[config.mk]
export PLATFORM = sky130hd
export DESIGN_NAME = mod_major_opcode_decoder
export DESIGN_NICKNAME = d
export VERILOG_FILES = /design/src/hdl/mod_pkg.sv /design/src/hdl/mod_major_opcode_decoder.sv
export SDC_FILE = /design/constraint.sdc
export NUM_CORES = 1
export LEC_CHECK = 0
export ABC_AREA = 1
export BUFFER_PORTS_ARGS = -buffer_cell sky130_fd_sc_hd__clkbuf_2
export CAP_MARGIN = 15
export CORE_ASPECT_RATIO = 2
export CORE_MARGIN = 2
export CORE_UTILIZATION = 48
export CTS_CLUSTER_DIAMETER = 50
export DETAILED_ROUTE_END_ITERATION = 6
export PLACE_DENSITY = 0.86
export SYNTH_ARGS = -nofsm -noshare
export SYNTH_HDL_FRONTEND = slang
export SYNTH_SLANG_ARGS = --single-unit
[constraint.sdc]
create_clock -name hclk -period 1.9 [get_ports hclk]
set_input_delay 0.095 -clock hclk [delete_from_list [all_inputs] [get_ports hclk]]
set_output_delay 0.095 -clock hclk [all_outputs]
set_load 0.03 [all_outputs]
[src/hdl/mod_pkg.sv]
package mod_pkg;

	////////////////////////////////////////////////////////////////////////////////
	// Register byte offsets on the AHB-Lite slave
	localparam logic [7:0] MOD_OFF_INSTR = 8'h00;
	localparam logic [7:0] MOD_OFF_CTRL = 8'h04;
	localparam logic [7:0] MOD_OFF_RESULT = 8'h08;
	localparam logic [7:0] MOD_OFF_IRQ_STAT = 8'h0c;
	localparam logic [7:0] MOD_OFF_IRQ_MASK = 8'h10;
	localparam int MOD_ADDR_W = 8;

	// Bus encodings
	localparam logic [2:0] MOD_HSIZE_WORD = 3'h2;
	localparam logic [1:0] MOD_HRESP_OKAY = 2'h0;

	////////////////////////////////////////////////////////////////////////////////
	// Opcode field geometry
	localparam int MOD_OP_W = 6;
	localparam int MOD_MSB_WIDE = 31;
	localparam int MOD_MSB_SHORT = 15;
	localparam logic [5:0] MOD_OP_WIDE_WORD_LOAD = 6'h3f;
	localparam logic [5:0] MOD_OP_SHORT_POOL_A = 6'h01;

	// Interrupt status and mask bit positions
	localparam int MOD_IRQ_RI = 0;
	localparam int MOD_IRQ_CPU = 1;
	localparam int MOD_IRQ_W = 2;
	localparam logic [1:0] MOD_IRQ_RST = 2'h0;

	////////////////////////////////////////////////////////////////////////////////
	// Encoding classes, major table and minor sub-table alike
	typedef enum logic [3:0] {
		MOD_CL_DIRECT,
		MOD_CL_POOL,
		MOD_CL_RESERVED,
		MOD_CL_HIGHER,
		MOD_CL_WIDE_FP,
		MOD_CL_CORRECTED,
		MOD_CL_PARTNER,
		MOD_CL_DEBUG,
		MOD_CL_ASE
	} mod_class_type;

	// Control register layout, msb first
	typedef struct packed {
		logic [3:0] minor_class;
		logic cop_target;
		logic partner_impl;
		logic ase_impl;
		logic debug_impl;
		logic release2;
		logic cop_access;
		logic fp64_en;
		logic low_half;
	} mod_ctrl_type;
	localparam int MOD_CTRL_W = 12;
	localparam logic [11:0] MOD_CTRL_RST = 12'h000;

	// Decode result layout, msb first
	typedef struct packed {
		logic [3:0] cls;
		logic legal;
		logic cpu;
		logic ri;
		logic direct;
		logic needs_minor;
		logic size32;
		logic [5:0] major;
	} mod_result_type;
	localparam int MOD_RESULT_W = 16;
	localparam logic [15:0] MOD_RESULT_RST = 16'h0000;

endpackage : mod_pkg

[src/hdl/mod_major_opcode_decoder.sv]
`timescale 1ns/100ps

// Function
// RL1: Major opcode is column bits MSB..MSB-2 followed by row bits MSB-3..MSB-5.
// RL2: Opcode MSB is bit 15 for short words, bit 31 for wide words.
// RL3: Pool encodings go to minor decoding; other assigned encodings name one instruction.
// RL4: Reserved-for-future encodings raise Reserved Instruction and perform nothing.
// RL5: Field-class encodings select nothing alone; their sub-table field decides.
// RL6: Higher-level or newer-revision encodings raise Reserved Instruction here.
// RL7: Wide float encodings need 64-bit float enabled, else RI or Coprocessor Unusable.
// RL8: Corrected wide encodings are legal from release 2 regardless of register width.
// RL9: Unimplemented partner encodings raise RI, or Coprocessor Unusable if inaccessible.
// RL10: Optional debug encodings raise RI when omitted, match exactly when present.
// RL11: Extension-reserved encodings raise RI when the extension is absent.
// RL12: Major value 111111 maps directly to the wide word load.
// RL13: Short subtract unsigned goes through short pool A, major 000001.
// RL14: Row 000 columns 000 to 011 are four wide pools; rest branches.
// RL15: Row 001: columns 000-010 short pools, 011 gp load, 100-111 reserved.
// RL16: Row 011 columns 010 and 011 are short pools D and E.
// RL17: The major field is always exactly six bits wide.
// RL18: An instruction size indication derives from the major opcode.
// RL19: Classification and exception requests form combinationally in one stage.
module mod_major_opcode_decoder
	import mod_pkg::*;
(
	input wire logic hclk,
	input wire logic hresetn,
	input wire logic hsel,
	input wire logic [31:0] haddr,
	input wire logic [1:0] htrans,
	input wire logic hwrite,
	input wire logic [2:0] hsize,
	input wire logic [31:0] hwdata,
	input wire logic hready,
	output logic hreadyout,
	output logic [1:0] hresp,
	output logic [31:0] hrdata,
	output logic irq,
	output mod_result_type dec
);

	////////////////////////////////////////////////////////////////////////////////
	// Major table lookup, indexed by row then column
	function automatic mod_class_type mod_major_class(input logic [5:0] op);
		logic [2:0] col;
		logic [2:0] row;
		mod_class_type cl;
		col = op[5:3];
		row = op[2:0];
		cl = MOD_CL_DIRECT;
		unique case (row)
			// RL14: wide pool row
			3'h0: cl = (col <= 3'h3) ? MOD_CL_POOL : MOD_CL_DIRECT;
			3'h1: begin
				// RL15: short pools, gp load, reserved
				if (col <= 3'h2)
					cl = MOD_CL_POOL;
				else if (col == 3'h3)
					cl = MOD_CL_DIRECT;
				else
					cl = MOD_CL_RESERVED;
			end
			3'h2: cl = MOD_CL_DIRECT;
			// RL16: pools D and E
			3'h3: cl = (col == 3'h2 || col == 3'h3) ? MOD_CL_POOL : MOD_CL_DIRECT;
			3'h4: cl = (col == 3'h7) ? MOD_CL_HIGHER : MOD_CL_DIRECT;
			3'h5: cl = (col == 3'h2) ? MOD_CL_POOL : MOD_CL_DIRECT;
			3'h6: begin
				if (col == 3'h2)
					cl = MOD_CL_RESERVED;
				else if (col == 3'h5 || col == 3'h6)
					cl = MOD_CL_HIGHER;
				else
					cl = MOD_CL_DIRECT;
			end
			3'h7: begin
				// RL12: column 7 stays direct
				if (col == 3'h2 || col == 3'h5 || col == 3'h6)
					cl = MOD_CL_HIGHER;
				else
					cl = MOD_CL_DIRECT;
			end
		endcase
		return cl;
	endfunction : mod_major_class

	// Rows 1 to 3 hold the short encodings
	function automatic logic mod_is_short(input logic [5:0] op);
		return (op[2:0] >= 3'h1) && (op[2:0] <= 3'h3);
	endfunction : mod_is_short

	// Exception request for a class, returned as {cpu, ri}
	function automatic logic [1:0] mod_resolve(input mod_class_type cl, input mod_ctrl_type c);
		logic cop_block;
		logic [1:0] res;
		cop_block = c.cop_target & ~c.cop_access;
		res = 2'h0;
		unique case (cl)
			MOD_CL_DIRECT, MOD_CL_POOL: res = 2'h0;
			// RL4: reserved for future use
			// RL6: higher level or newer revision
			MOD_CL_RESERVED, MOD_CL_HIGHER: res = 2'h1;
			// RL7: wide float gating
			MOD_CL_WIDE_FP: res = c.fp64_en ? 2'h0 : (cop_block ? 2'h2 : 2'h1);
			// RL8: legal from release 2
			MOD_CL_CORRECTED: res = c.release2 ? 2'h0 : 2'h1;
			// RL9: partner space fallback
			MOD_CL_PARTNER: res = c.partner_impl ? 2'h0 : (cop_block ? 2'h2 : 2'h1);
			// RL10: optional debug support
			MOD_CL_DEBUG: res = c.debug_impl ? 2'h0 : 2'h1;
			// RL11: absent extension
			MOD_CL_ASE: res = c.ase_impl ? 2'h0 : 2'h1;
			// Unassigned minor class codes are treated as reserved
			default: res = 2'h1;
		endcase
		return res;
	endfunction : mod_resolve

	////////////////////////////////////////////////////////////////////////////////
	// State
	logic [31:0] instr_ff;
	mod_ctrl_type ctrl_ff;
	mod_result_type result_ff;
	logic [MOD_IRQ_W-1:0] stat_ff;
	logic [MOD_IRQ_W-1:0] mask_ff;
	logic eval_ff;
	logic dp_wr_ff;
	logic [MOD_ADDR_W-1:0] dp_addr_ff;
	logic [31:0] hrdata_ff;
	logic hreadyout_ff;
	logic [1:0] hresp_ff;
	logic irq_ff;

	logic ap_valid;
	logic [5:0] op_c;
	mod_class_type major_cls_c;
	mod_class_type eff_cls_c;
	logic [1:0] exc_c;
	mod_result_type nxt_result;
	logic [MOD_IRQ_W-1:0] stat_set;
	logic [MOD_IRQ_W-1:0] stat_clr;
	logic [MOD_IRQ_W-1:0] nxt_stat;
	logic [31:0] nxt_hrdata;

	////////////////////////////////////////////////////////////////////////////////
	// Decode datapath, purely combinational from the held word and enables

	// RL2: choose the parcel that holds the opcode
	// RL17: always a six-bit slice
	assign op_c = ctrl_ff.low_half ? instr_ff[MOD_MSB_SHORT -: MOD_OP_W]
		: instr_ff[MOD_MSB_WIDE -: MOD_OP_W];

	// RL1: column bits lead, row bits follow
	assign major_cls_c = mod_major_class(op_c);

	// RL5: pool words take their class from the sub-table field
	assign eff_cls_c = (major_cls_c == MOD_CL_POOL) ? mod_class_type'(ctrl_ff.minor_class)
		: major_cls_c;

	// RL19: exception request in the same stage
	assign exc_c = mod_resolve(eff_cls_c, ctrl_ff);

	// Result assembly
	always_comb begin
		nxt_result = MOD_RESULT_RST;
		nxt_result.major = op_c;
		// RL18: size from the major opcode
		nxt_result.size32 = ~mod_is_short(op_c);
		// RL3: pool versus direct
		// RL13: pool A carries the short subtract
		nxt_result.needs_minor = (major_cls_c == MOD_CL_POOL);
		nxt_result.direct = (major_cls_c == MOD_CL_DIRECT);
		nxt_result.ri = exc_c[0];
		nxt_result.cpu = exc_c[1];
		nxt_result.legal = ~exc_c[0] & ~exc_c[1];
		nxt_result.cls = eff_cls_c;
	end

	// Registered copy for the pipeline port and software
	always_ff @(posedge hclk or negedge hresetn) begin
		if (!hresetn)
			result_ff <= MOD_RESULT_RST;
		else
			result_ff <= nxt_result;
	end

	////////////////////////////////////////////////////////////////////////////////
	// AHB-Lite slave, zero wait states, always OKAY

	// Only word transfers are accepted; other sizes pass unanswered in effect
	assign ap_valid = hsel & htrans[1] & hready & (hsize == MOD_HSIZE_WORD);

	// Address phase capture for the following data phase
	always_ff @(posedge hclk or negedge hresetn) begin
		if (!hresetn) begin
			dp_wr_ff <= 1'b0;
			dp_addr_ff <= '0;
		end else begin
			dp_wr_ff <= ap_valid & hwrite;
			if (ap_valid)
				dp_addr_ff <= haddr[MOD_ADDR_W-1:0];
		end
	end

	// Writable registers, taken at the end of the data phase
	always_ff @(posedge hclk or negedge hresetn) begin
		if (!hresetn) begin
			instr_ff <= 32'h0000_0000;
			ctrl_ff <= MOD_CTRL_RST;
			mask_ff <= MOD_IRQ_RST;
		end else if (dp_wr_ff) begin
			if (dp_addr_ff == MOD_OFF_INSTR)
				instr_ff <= hwdata;
			if (dp_addr_ff == MOD_OFF_CTRL)
				ctrl_ff <= hwdata[MOD_CTRL_W-1:0];
			if (dp_addr_ff == MOD_OFF_IRQ_MASK)
				mask_ff <= hwdata[MOD_IRQ_W-1:0];
		end
	end

	// Read mux; unmapped offsets read zero
	always_comb begin
		nxt_hrdata = 32'h0000_0000;
		unique case (haddr[MOD_ADDR_W-1:0])
			MOD_OFF_INSTR: nxt_hrdata = instr_ff;
			MOD_OFF_CTRL: nxt_hrdata[MOD_CTRL_W-1:0] = ctrl_ff;
			MOD_OFF_RESULT: nxt_hrdata[MOD_RESULT_W-1:0] = result_ff;
			MOD_OFF_IRQ_STAT: nxt_hrdata[MOD_IRQ_W-1:0] = stat_ff;
			MOD_OFF_IRQ_MASK: nxt_hrdata[MOD_IRQ_W-1:0] = mask_ff;
			default: nxt_hrdata = 32'h0000_0000;
		endcase
	end

	// Read data is loaded at the address phase so it stands in the data phase
	always_ff @(posedge hclk or negedge hresetn) begin
		if (!hresetn)
			hrdata_ff <= 32'h0000_0000;
		else if (ap_valid && !hwrite)
			hrdata_ff <= nxt_hrdata;
	end

	// Handshake outputs are held constant, but kept as flops for clean timing
	always_ff @(posedge hclk or negedge hresetn) begin
		if (!hresetn) begin
			hreadyout_ff <= 1'b1;
			hresp_ff <= MOD_HRESP_OKAY;
		end else begin
			hreadyout_ff <= 1'b1;
			hresp_ff <= MOD_HRESP_OKAY;
		end
	end

	////////////////////////////////////////////////////////////////////////////////
	// Exception events and interrupt

	// A fresh word or enable set is judged one cycle after it lands
	always_ff @(posedge hclk or negedge hresetn) begin
		if (!hresetn)
			eval_ff <= 1'b0;
		else
			eval_ff <= dp_wr_ff & ((dp_addr_ff == MOD_OFF_INSTR) | (dp_addr_ff == MOD_OFF_CTRL));
	end

	// Set wins over a write-one clear in the same cycle
	always_comb begin
		stat_set = '0;
		stat_set[MOD_IRQ_RI] = eval_ff & exc_c[0];
		stat_set[MOD_IRQ_CPU] = eval_ff & exc_c[1];
		stat_clr = (dp_wr_ff && dp_addr_ff == MOD_OFF_IRQ_STAT) ? hwdata[MOD_IRQ_W-1:0] : '0;
		nxt_stat = (stat_ff & ~stat_clr) | stat_set;
	end

	always_ff @(posedge hclk or negedge hresetn) begin
		if (!hresetn)
			stat_ff <= MOD_IRQ_RST;
		else
			stat_ff <= nxt_stat;
	end

	// Level interrupt, one flop behind the status
	always_ff @(posedge hclk or negedge hresetn) begin
		if (!hresetn)
			irq_ff <= 1'b0;
		else
			irq_ff <= |(stat_ff & mask_ff);
	end

	assign hreadyout = hreadyout_ff;
	assign hresp = hresp_ff;
	assign hrdata = hrdata_ff;
	assign irq = irq_ff;
	assign dec = result_ff;

	////////////////////////////////////////////////////////////////////////////////
	// Checks

	property p_word_load;
		@(posedge hclk) disable iff (!hresetn)
		(op_c == MOD_OP_WIDE_WORD_LOAD) |=> (result_ff.direct && result_ff.size32
			&& result_ff.legal && result_ff.major == $past(op_c));
	endproperty
	a_word_load: assert property (p_word_load) else $error("word load not direct"); // RL12

	property p_pool_a;
		@(posedge hclk) disable iff (!hresetn)
		(op_c == MOD_OP_SHORT_POOL_A) |=> (result_ff.needs_minor && !result_ff.size32);
	endproperty
	a_pool_a: assert property (p_pool_a) else $error("short pool A misrouted"); // RL13

	property p_parcel;
		@(posedge hclk) disable iff (!hresetn)
		ctrl_ff.low_half |-> (op_c == instr_ff[15:10]);
	endproperty
	a_parcel: assert property (p_parcel) else $error("short opcode taken from wrong bits"); // RL2

	property p_row0;
		@(posedge hclk) disable iff (!hresetn)
		(op_c[2:0] == 3'h0) |-> (nxt_result.needs_minor == (op_c[5:3] < 3'h4))
			&& nxt_result.size32;
	endproperty
	a_row0: assert property (p_row0) else $error("row 0 pool split wrong"); // RL14

	property p_row1_rsv;
		@(posedge hclk) disable iff (!hresetn)
		(op_c[2:0] == 3'h1 && op_c[5]) |-> (exc_c == 2'h1) ##1 (result_ff.ri && !result_ff.legal);
	endproperty
	a_row1_rsv: assert property (p_row1_rsv) else $error("reserved row 1 not RI"); // RL15

	property p_row3;
		@(posedge hclk) disable iff (!hresetn)
		(op_c[2:0] == 3'h3) |-> (nxt_result.needs_minor == (op_c[5:4] == 2'h1));
	endproperty
	a_row3: assert property (p_row3) else $error("row 3 pools wrong"); // RL16

	property p_higher;
		@(posedge hclk) disable iff (!hresetn)
		(major_cls_c == MOD_CL_HIGHER) |-> (exc_c == 2'h1) && !nxt_result.direct;
	endproperty
	a_higher: assert property (p_higher) else $error("higher level encoding accepted"); // RL6

	property p_wide_fp;
		@(posedge hclk) disable iff (!hresetn)
		(eff_cls_c == MOD_CL_WIDE_FP && !ctrl_ff.fp64_en)
			|-> (exc_c == ((ctrl_ff.cop_target && !ctrl_ff.cop_access) ? 2'h2 : 2'h1));
	endproperty
	a_wide_fp: assert property (p_wide_fp) else $error("wide float gating wrong"); // RL7

	property p_partner;
		@(posedge hclk) disable iff (!hresetn)
		(eff_cls_c == MOD_CL_PARTNER) |-> (exc_c == (ctrl_ff.partner_impl ? 2'h0
			: ((ctrl_ff.cop_target && !ctrl_ff.cop_access) ? 2'h2 : 2'h1)));
	endproperty
	a_partner: assert property (p_partner) else $error("partner encoding wrong"); // RL9

	property p_event;
		@(posedge hclk) disable iff (!hresetn)
		(eval_ff && exc_c[0] && mask_ff[MOD_IRQ_RI]) |=> stat_ff[MOD_IRQ_RI] ##1 irq_ff;
	endproperty
	a_event: assert property (p_event) else $error("RI event lost or no interrupt"); // RL19

	property p_reserved;
		@(posedge hclk) disable iff (!hresetn)
		(eff_cls_c == MOD_CL_RESERVED)
			|=> (result_ff.ri && !result_ff.legal && !result_ff.direct);
	endproperty
	a_reserved: assert property (p_reserved) else $error("reserved encoding not refused"); // RL4

	property p_corrected;
		@(posedge hclk) disable iff (!hresetn)
		(eff_cls_c == MOD_CL_CORRECTED) |-> (exc_c == {1'b0, !ctrl_ff.release2});
	endproperty
	a_corrected: assert property (p_corrected) else $error("corrected encoding gating wrong"); // RL8

	property p_debug;
		@(posedge hclk) disable iff (!hresetn)
		(eff_cls_c == MOD_CL_DEBUG) |-> (exc_c == {1'b0, !ctrl_ff.debug_impl});
	endproperty
	a_debug: assert property (p_debug) else $error("debug encoding gating wrong"); // RL10

	property p_ase;
		@(posedge hclk) disable iff (!hresetn)
		(eff_cls_c == MOD_CL_ASE) |-> (exc_c == {1'b0, !ctrl_ff.ase_impl});
	endproperty
	a_ase: assert property (p_ase) else $error("extension encoding gating wrong"); // RL11

endmodule : mod_major_opcode_decoder

# Word level (Yosys, flattened, before mapping)
# Cells that the tools add are included.
# word_totals
ff_bits	107
out_inout_bits	52
input_bits	74
elab_cells	116
# op_classes
n_bitwise	18
reduce_logical	18
n_mux	24
order_cmp	4
eq_ne	27
# ops
cell	n
$pmux W4 S8	1
$pmux W10 S3	1
$eq A8 B4 Y1 const B	3
$eq A3 B3 Y1 const B	7
$mux W2	10
$eq A4 B3 Y1 const B	4
$eq A8 B3 Y1 const B	2
$eq A8 B5 Y1 const B	2
$logic_not A8 Y1	2
$mux W16	1
$eq A3 B2 Y1 const B	5
$pmux W2 S6	1
$pmux W2 S5	1
$and A1 B1 Y1	9
$le A3 B2 Y1 const B	3
$eq A4 B1 Y1 const B	2
$logic_not A4 Y1	2
$pmux W4 S2	1
$mux W1	6
$mux W6	1
$reduce_and A2 Y1	3
$and A2 B2 Y2	2
$eq A4 B4 Y1 const B	1
$logic_or A1 B1 Y1	4
11 further kinds	17

# Logic depth before layout (Yosys ltp)
# Gate-level depths: netlist of run 1.
# logic_depth
ltp_word	13
mapped_depth	20
depth_no_buf	19

# Worst setup path after synthesis of run 1
# No wires, ideal clock.
# synth_timing
path_type	register to register
from	reg ctrl_ff[0] (netlist name)
to	reg stat_ff[0]
path_buffers	2
stages_incl_launch_ff	21
required_time_ns	1.780
synth_period_minus_slack_ns	1.921
t_arrival_ns	1.801
setup_ns	0.120
slack_ns	-0.021
cell_sequence	dfrtp_1 > buf_6 > buf_12 > nand2_1 > nand2_2 > nand2_2 > inv_2 > nand3_2 > nand2_2 > nor2_2 > nand2_4 > nand3_2 > nand2_4 > nand2_1 > nand2_1 > inv_1 > nand2_1 > nor2_2 > nand2_2 > nand2_1 > nand2_1
# synth_between
elab_chain_cells	13
word_cells_on_any_way	43
classes_between	order compare (2); eq/ne (19); mux (13); bitwise (2); reduce/logical (7)
# synth_rtl
item	line	source
from (decl)	mod_major_opcode_decoder.sv:122	mod_ctrl_type ctrl_ff;
from (signal assigned)	mod_major_opcode_decoder.sv:215	ctrl_ff <= hwdata[MOD_CTRL_W-1:0];
$mux W6 *	mod_major_opcode_decoder.sv:150	assign op_c = ctrl_ff.low_half ? instr_ff[MOD_MSB_SHORT -: MOD_OP_W]
$eq A3 B3 Y1 / $eq A3 B2 Y1 (equally long branches)	--	
$logic_or A1 B1 Y1 (on tied branches)	mod_major_opcode_decoder.sv:71, mod_major_opcode_decoder.sv:78	
$mux W2 / $logic_or A1 B1 Y1 (equally long branches)	mod_major_opcode_decoder.sv:71, mod_major_opcode_decoder.sv:78	
$mux W2 (on tied branches)	mod_major_opcode_decoder.sv:69, mod_major_opcode_decoder.sv:78	
$pmux W4 S8 *	mod_major_opcode_decoder.sv:51	unique case (row)
$eq A4 B1 Y1	mod_major_opcode_decoder.sv:157	assign eff_cls_c = (major_cls_c == MOD_CL_POOL) ? mod_class_type'(ctrl_ff.minor_class)
$mux W4 *	mod_major_opcode_decoder.sv:157	
named net eff_cls_c[1]	mod_major_opcode_decoder.sv:137	mod_class_type eff_cls_c;
$eq A4 B1 Y1 / $logic_not A4 Y1 (equally long branches)	mod_major_opcode_decoder.sv:98	unique case (cl)
$reduce_or A2 Y1	mod_major_opcode_decoder.sv:98	
$pmux W2 S6 *	mod_major_opcode_decoder.sv:98	
named net exc_c[0]	mod_major_opcode_decoder.sv:138	logic [1:0] exc_c;
$and A1 B1 Y1 *	mod_major_opcode_decoder.sv:267	stat_set[MOD_IRQ_RI] = eval_ff & exc_c[0];
$or A2 B2 Y2 *	mod_major_opcode_decoder.sv:270	nxt_stat = (stat_ff & ~stat_clr) | stat_set;
named net nxt_stat[0]	mod_major_opcode_decoder.sv:142	logic [MOD_IRQ_W-1:0] nxt_stat;
to (signal assigned)	mod_major_opcode_decoder.sv:277	stat_ff <= nxt_stat;
to (decl)	mod_major_opcode_decoder.sv:124	logic [MOD_IRQ_W-1:0] stat_ff;
# Mark *: on every way through the listed nets, which the timed path passes. The rest lies on a longest branch. The select of a mux whose other input is x is not followed.
# A chain may end at the register's enable or synchronous reset.

==> results of run 1 <==
## cell usage in the layout, fill, tap and decap left out, drive strengths merged
master	count
o211ai	4
mux2	16
or3	1
dlygate4sd3	16
nand3	26
clkbuf	110
dfrtp	107
o21ai	58
conb	3
clkinvlp	1
nor3	6
a2bb2oi	1
nor2	43
a21oi	14
a221oi	8
nand2	142
o22ai	4
inv	61
bufinv	1
nor4	3
o32a	1
buf	46
nand4	10
## worst paths after layout
| path | startpoint | slack (ns) | cells past startpoint | to |
|---|---|---|---|---|
| worst max-delay path | ctrl_ff[0] | -0.38 | 16 | dec[11] |
| worst min-delay path | hwdata[2] | 0.008 | 3 | ctrl_ff[2] |
| worst max register to register | ctrl_ff[0] | -0.38 | 16 | dec[11] |
| worst min register to register | eval_ff | 0.47 | 2 | stat_ff[0] |
| max in group asynchronous | hresetn | 1.01 | 3 | instr_ff[9] |
| min in group asynchronous | hresetn | 0.23 | 2 | hrdata[28] |
## power by group
part | switching [mW] | total, mW | internal, mW
Clock | 0.844 | 1.95 | 1.10
Sequential | 0.192 | 2.73 | 2.53
Combinational | 0.965 | 1.56 | 0.596
Total | 2.00 | 6.24 | 4.23
## registers in the layout, indices dropped and copies added, names as in the netlist
name and cells:
hrdata 32, instr_ff 32, dec 16, ctrl_ff 12, dp_addr_ff 8, mask_ff 2, stat_ff 2, dp_wr_ff 1
eval_ff 1, irq 1
## metal layers
metal  up-vias  global-route usage  wire length [µm]
li1       2010                   -                 -
met5         -                   0                 0
met4         0               0.153               808
met3        68              0.0499               699
met1      2115               0.279              4740
met2       199               0.450              7250
## timing repair
action / CTS / global route
endpoints found under the setup margin: 5 / 7
pin swaps: 2 / 6
cloned: 0 / 2
resized for setup: 9 / 12
endpoints found under the hold margin: 45 / 0
hold buffers: 16 / 0
buffers inserted: 1 / 3
## through the flow
| stage | utilization | worst slack [ns] |
|---|---|---|
| after detailed placement | 0.586 | -0.218 |
| after floorplan | - | -0.00335 |
| after global routing | 0.652 | -0.507 |
| after CTS | 0.640 | -0.217 |
| after global placement | 0.586 | -0.101 |
| final | 0.652 | -0.380 |
## kinds of logic (layout without fill, tap and decap cells)
family | count (synthesis) | in the layout | synth area share
other cells | 2 | 3 | 0.00156
compound gates | 90 | 90 | 0.111
buf+inv | 82 | 235 | 0.0722
mux | 16 | 16 | 0.0375
simple gates | 231 | 231 | 0.220
flops | 107 | 107 | 0.558
## worst min-delay path, cell delays in order
cell,delay (ns)
clkbuf_2,0.08
inv_1,0.06
o21ai_0,0.08
## cell type report
class	instances	area (µm²)
clock buffer	12	256
clock inverter	4	55.1
fill	714	3400
inverter	59	229
multi-input combinational	340	1890
sequential	107	2680
tap	132	165
timing repair buffer	160	1090
==> impl_metrics.ini, run 1 <==
[synth]
synth_edf_count = 0
synth_area_mm2 = 0.00480
synth_common_cells = nand2_1, dfrtp_1, inv_1
syn_inst = 528
synth_top_area_share = 0.558
yosys-top-cells-area = dfrtp_1, nand2_1, o21ai_0, inv_1, mux2_2
synth-seq-area-share = 0.558
ys_seq_elements = 107
yosys.area.top_type = dfrtp_1
async_flop_share = 1.00
yosysUniqueCellTypes = 34
dominantRegCellSynth = dfrtp_1
avgSynthCellArea_um2 = 9.09
yosysWarnings = 0
synth.most_common_cell = nand2_1

[global_routing]
antenna_found_initial = 0
overflow = 0
grt_pass1_vias = 4553
grtUsageTotal = 0.259
grt_max_degree = 54
grt_first_pass_wirelength_um = 21500

[sta]
setup_violations = 6
holdWs_ns = 0.00757
finalClockSkew_ns = 0.00757
rsz0062_at_grt = yes
timing.final.hold_violations = 0
fmax_mhz = 439
fin_crit_ns = 2.28
final.period_utilization = 1.20
fin_ws_ns = -0.380
slew_violations = 0
fin_setup_tns_ns = -1.82

[routing]
drt_iter0_drc = 327
finalWirelength_um = 13500
drt-pass1-iter-count = 5
drc_errors = 0
route.vias.total = 4392
routedWlPerCell_um = 16.6
detail-route-antenna-nets = 0
viasPerCell = 5.40

[floorplanning]
core_mm2 = 0.00976
die_area_mm2 = 0.0109
die_x_um = 74.7
die_h_um = 145
initial_core_util = 0.492
pin_count = 126
num_rows = 51

[clock_network]
cts_buffers = 9
clk_latency_ns = 0.35
cts.path.max_buffers = 2
cts_sinks = 107
cts_tree = done
h-tree-depth = 3
cts_root_buf = clkbuf_16
clk_pin_slew_worst_paths_ns = 0.07

[worst_setup_path]
crit_chain = buf_12 -> inv_8 -> nand2_1 -> nand2_2 -> nand2_2 -> nor2_1 -> nand2_1 -> nand2_2 -> nor2_4 -> nand2_4 -> nand4_4 -> nor2_4 -> buf_4 -> nand3_2 -> nand2_2 -> nor2_1
cpMaxStageDelayCell = dfrtp_2
worstSetupPathType = register to register
start_kind = register
required_ns = 2.13
cp_num_buf_inv = 3
max_stage_delay_ns = 0.47
crit_top_cell = nand2_2
critPathTopFamily = simple AND/OR/NAND/NOR gates
critPathArrivalTime_ns = 2.51
critPathCaptureType = register
worstPathMaxFanout = 8

[hold_path]
min_path_type = primary input to register

[placement]
portBuffers = 97
gp_congestion = 0.868
place_area_mm2 = 0.00572
dp_hpwl_um = 9290
dp_cells = 776

[run_status]
status = finished, violations left
violations = negative setup slack

[cells_and_area]
layout.cells.non_filler = 814
syn2layout_area_growth_pct = 32.6
diodes = 0
drive_above_1_share = 0.334
final_nets = 751
final_area_mm2 = 0.00637

[pwr]
power.density_mw_per_mm2 = 979
vdd_drop_max_mv = 0.646
total_power_mw = 6.24
p_leak_nw = 3.39

[flow_run]
cap_viol_max_count = 0
(Power assumes the default switching activity.)
==> inputs of run 2 (changes only) <==
--- a/config.mk
+++ b/config.mk
@@ -13,7 +13,7 @@
 export CORE_UTILIZATION = 48
 export CTS_CLUSTER_DIAMETER = 50
 export DETAILED_ROUTE_END_ITERATION = 6
-export PLACE_DENSITY = 0.86
+export PLACE_DENSITY = 0.87
 export SYNTH_ARGS = -nofsm -noshare
 export SYNTH_HDL_FRONTEND = slang
 export SYNTH_SLANG_ARGS = --single-unit
==> run 2 against run 1 <==
Net effect: the flow finishes with violations (negative hold slack, negative setup slack); critical path depth increased by 3; final cell count increased by 0.61%; sequential share of layout area decreased by 0.89 points; die area unchanged; register-to-register slack got worse by 0.11 ns; critical endpoint is now stat_ff[0]; largest power group unchanged.
==> impl_metrics.ini, run 2 (synthesis results as in run 1) <==
[run_status]
status = finished, violations left
violations = negative hold slack, negative setup slack

[global_routing]
overflow = 0
grt_max_degree = 54
antenna_found_initial = 0
grt_pass1_vias = 4381
grtUsageTotal = 0.251
grt_first_pass_wirelength_um = 20900

[sta]
fmax_mhz = 419
fin_crit_ns = 2.39
slew_violations = 0
timing.final.hold_violations = 1
setup_violations = 6
holdWs_ns = -0.00228
fin_ws_ns = -0.485
finalClockSkew_ns = 0.00978
final.period_utilization = 1.26
rsz0062_at_grt = yes
fin_setup_tns_ns = -2.13

[floorplanning]
pin_count = 126
num_rows = 51
die_h_um = 145
core_mm2 = 0.00976
initial_core_util = 0.492
die_x_um = 74.7
die_area_mm2 = 0.0109

[clock_network]
h-tree-depth = 3
cts_tree = done
cts.path.max_buffers = 2
cts_buffers = 9
cts_sinks = 107
clk_latency_ns = 0.35
clk_pin_slew_worst_paths_ns = 0.07
cts_root_buf = clkbuf_16

[hold_path]
min_delay_path_depth = 3
hold_end = instr_ff[12]
min_path_type = primary input to register
hp-start = hwdata[12]

[routing]
routedWlPerCell_um = 17.5
route.vias.total = 4505
detail-route-antenna-nets = 0
drc_errors = 0
drt_iter0_drc = 531
drt-pass1-iter-count = 5
viasPerCell = 5.50
finalWirelength_um = 14300

[worst_setup_path]
cp_num_buf_inv = 2
rrSetupSlack_ns = -0.49
worstSetupPathType = register to register
reg2reg_depth = 19
crit_top_cell = nand2_1
max_stage_delay_ns = 0.49
start_kind = register
r2r_start = ctrl_ff[0]
cpMaxStageDelayCell = dfrtp_2
critPathCaptureType = register
critPathTopFamily = simple AND/OR/NAND/NOR gates
setup.worst_path.start = ctrl_ff[0]
crit_chain = buf_12 -> clkinv_8 -> nand2_1 -> nand2_2 -> nand2_2 -> nor2_1 -> nand2_1 -> nand2_2 -> nor2_4 -> nand2_4 -> nand3_4 -> nand2_4 -> nand2_1 -> nand2_1 -> nor2_2 -> nor2_2 -> nand2_2 -> nand2_1 -> nand2_1
critPathArrivalTime_ns = 2.62
worstPathMaxFanout = 8
required_ns = 2.13
timing.rr.end = stat_ff[0]

[placement]
dp_slack_ns = -0.249
place_area_mm2 = 0.00570
gp_congestion = 0.905
portBuffers = 97
dp_hpwl_um = 9310

[cells_and_area]
final_cell_mix = nand2_1, dfrtp_1, clkbuf_2
regArea_mm2 = 0.00268
syn2layout_area_growth_pct = 35.5
drive_above_1_share = 0.364
final_nets = 756
final_area_mm2 = 0.00650
multi_input_area_mm2 = 0.00199
diodes = 0
layout.cells.most_common = nand2_1
fillers = 673

[pwr]
seqPwrFrac = 0.433
power.density_mw_per_mm2 = 970
total_power_mw = 6.31
swShare = 0.332
share_comb_of_total_power = 0.261
p_leak_nw = 3.45
clkPwrFrac = 0.305
switching_power_mw = 2.10
vdd_drop_max_mv = 0.815
intPower_mw = 4.22

[flow_run]
cap_viol_max_count = 0
==> run 2: cell types whose count changed in the layout (fill, tap and decap cells not counted), moves of 3 or more <==
cell	delta
nand2_2	+5
nor2_1	-4
nand2_1	-13
nand2_4	+8
buf_4	+3
nor2_2	+3
clkinv_4	+3
==> run 2: layer usage <==
layer / routed length (µm) / track usage
met5: 0 / 0
met2: 7640 / 0.444
met1: 4970 / 0.277
met3: 872 / 0.0457
met4: 829 / 0.123
==> run 2: power groups by stage <==
stage	registers (mW)	clock network, mW	logic [mW]
2_1_floorplan	2.92	0	0.621
6_report	2.74	1.93	1.65
5_1_grt	2.75	2.03	1.75
4_1_cts	2.72	1.93	1.44
3_5_place_dp	2.76	0	1.38
3_3_place_gp	2.75	0	1.33
==> run 2: cell type report <==
type | instances | share of cell area
Clock buffer | 10 | 0.0367
Clock inverter | 6 | 0.0112
Tap cell | 132 | 0.0254
Multi-Input combinational cell | 340 | 0.305
Sequential cell | 107 | 0.412
Timing Repair Buffer | 165 | 0.173
Inverter | 59 | 0.0367
==> run 2: worst max path at each step <==
| stage | to | slack, ns | cells past startpoint |
|---|---|---|---|
| after detailed placement | stat_ff[0] | -0.25 | 19 |
| after global placement | stat_ff[0] | -0.12 | 16 |
| final | stat_ff[0] | -0.49 | 19 |
| after CTS | stat_ff[0] | -0.23 | 17 |
| after global routing | stat_ff[0] | -0.59 | 19 |
| after floorplan | stat_ff[0] | -0.003 | 20 |
==> run 2: timing repair <==
item                                   4_1_cts  5_1_grt
gates resized for setup                      7       44
setup endpoints to repair                    5        5
buffers inserted                             2        5
cloned                                       0        3
pin swaps                                    4       14
endpoints found under the hold margin       95        0
hold buffers                                18        0
==> run 2: metrics by stage <==
stage,std cells,utilization
2_1_floorplan,529,-
3_3_place_gp,775,0.584
3_5_place_dp,775,0.584
4_1_cts,811,0.639
5_1_grt,819,0.666
6_report,819,0.666
==> run 2: worst register-to-register path, stage by stage (launching register included) <==
cell and delay, ns:
dfrtp_2 0.49, buf_12 0.17, clkinv_8 0.07, nand2_1 0.07, nand2_2 0.13, nand2_2 0.10, nor2_1 0.13, nand2_1 0.09
nand2_2 0.10, nor2_4 0.04, nand2_4 0.13, nand3_4 0.10, nand2_4 0.12, nand2_1 0.08, nand2_1 0.11, nor2_2 0.06
nor2_2 0.11, nand2_2 0.08, nand2_1 0.06, nand2_1 0.04
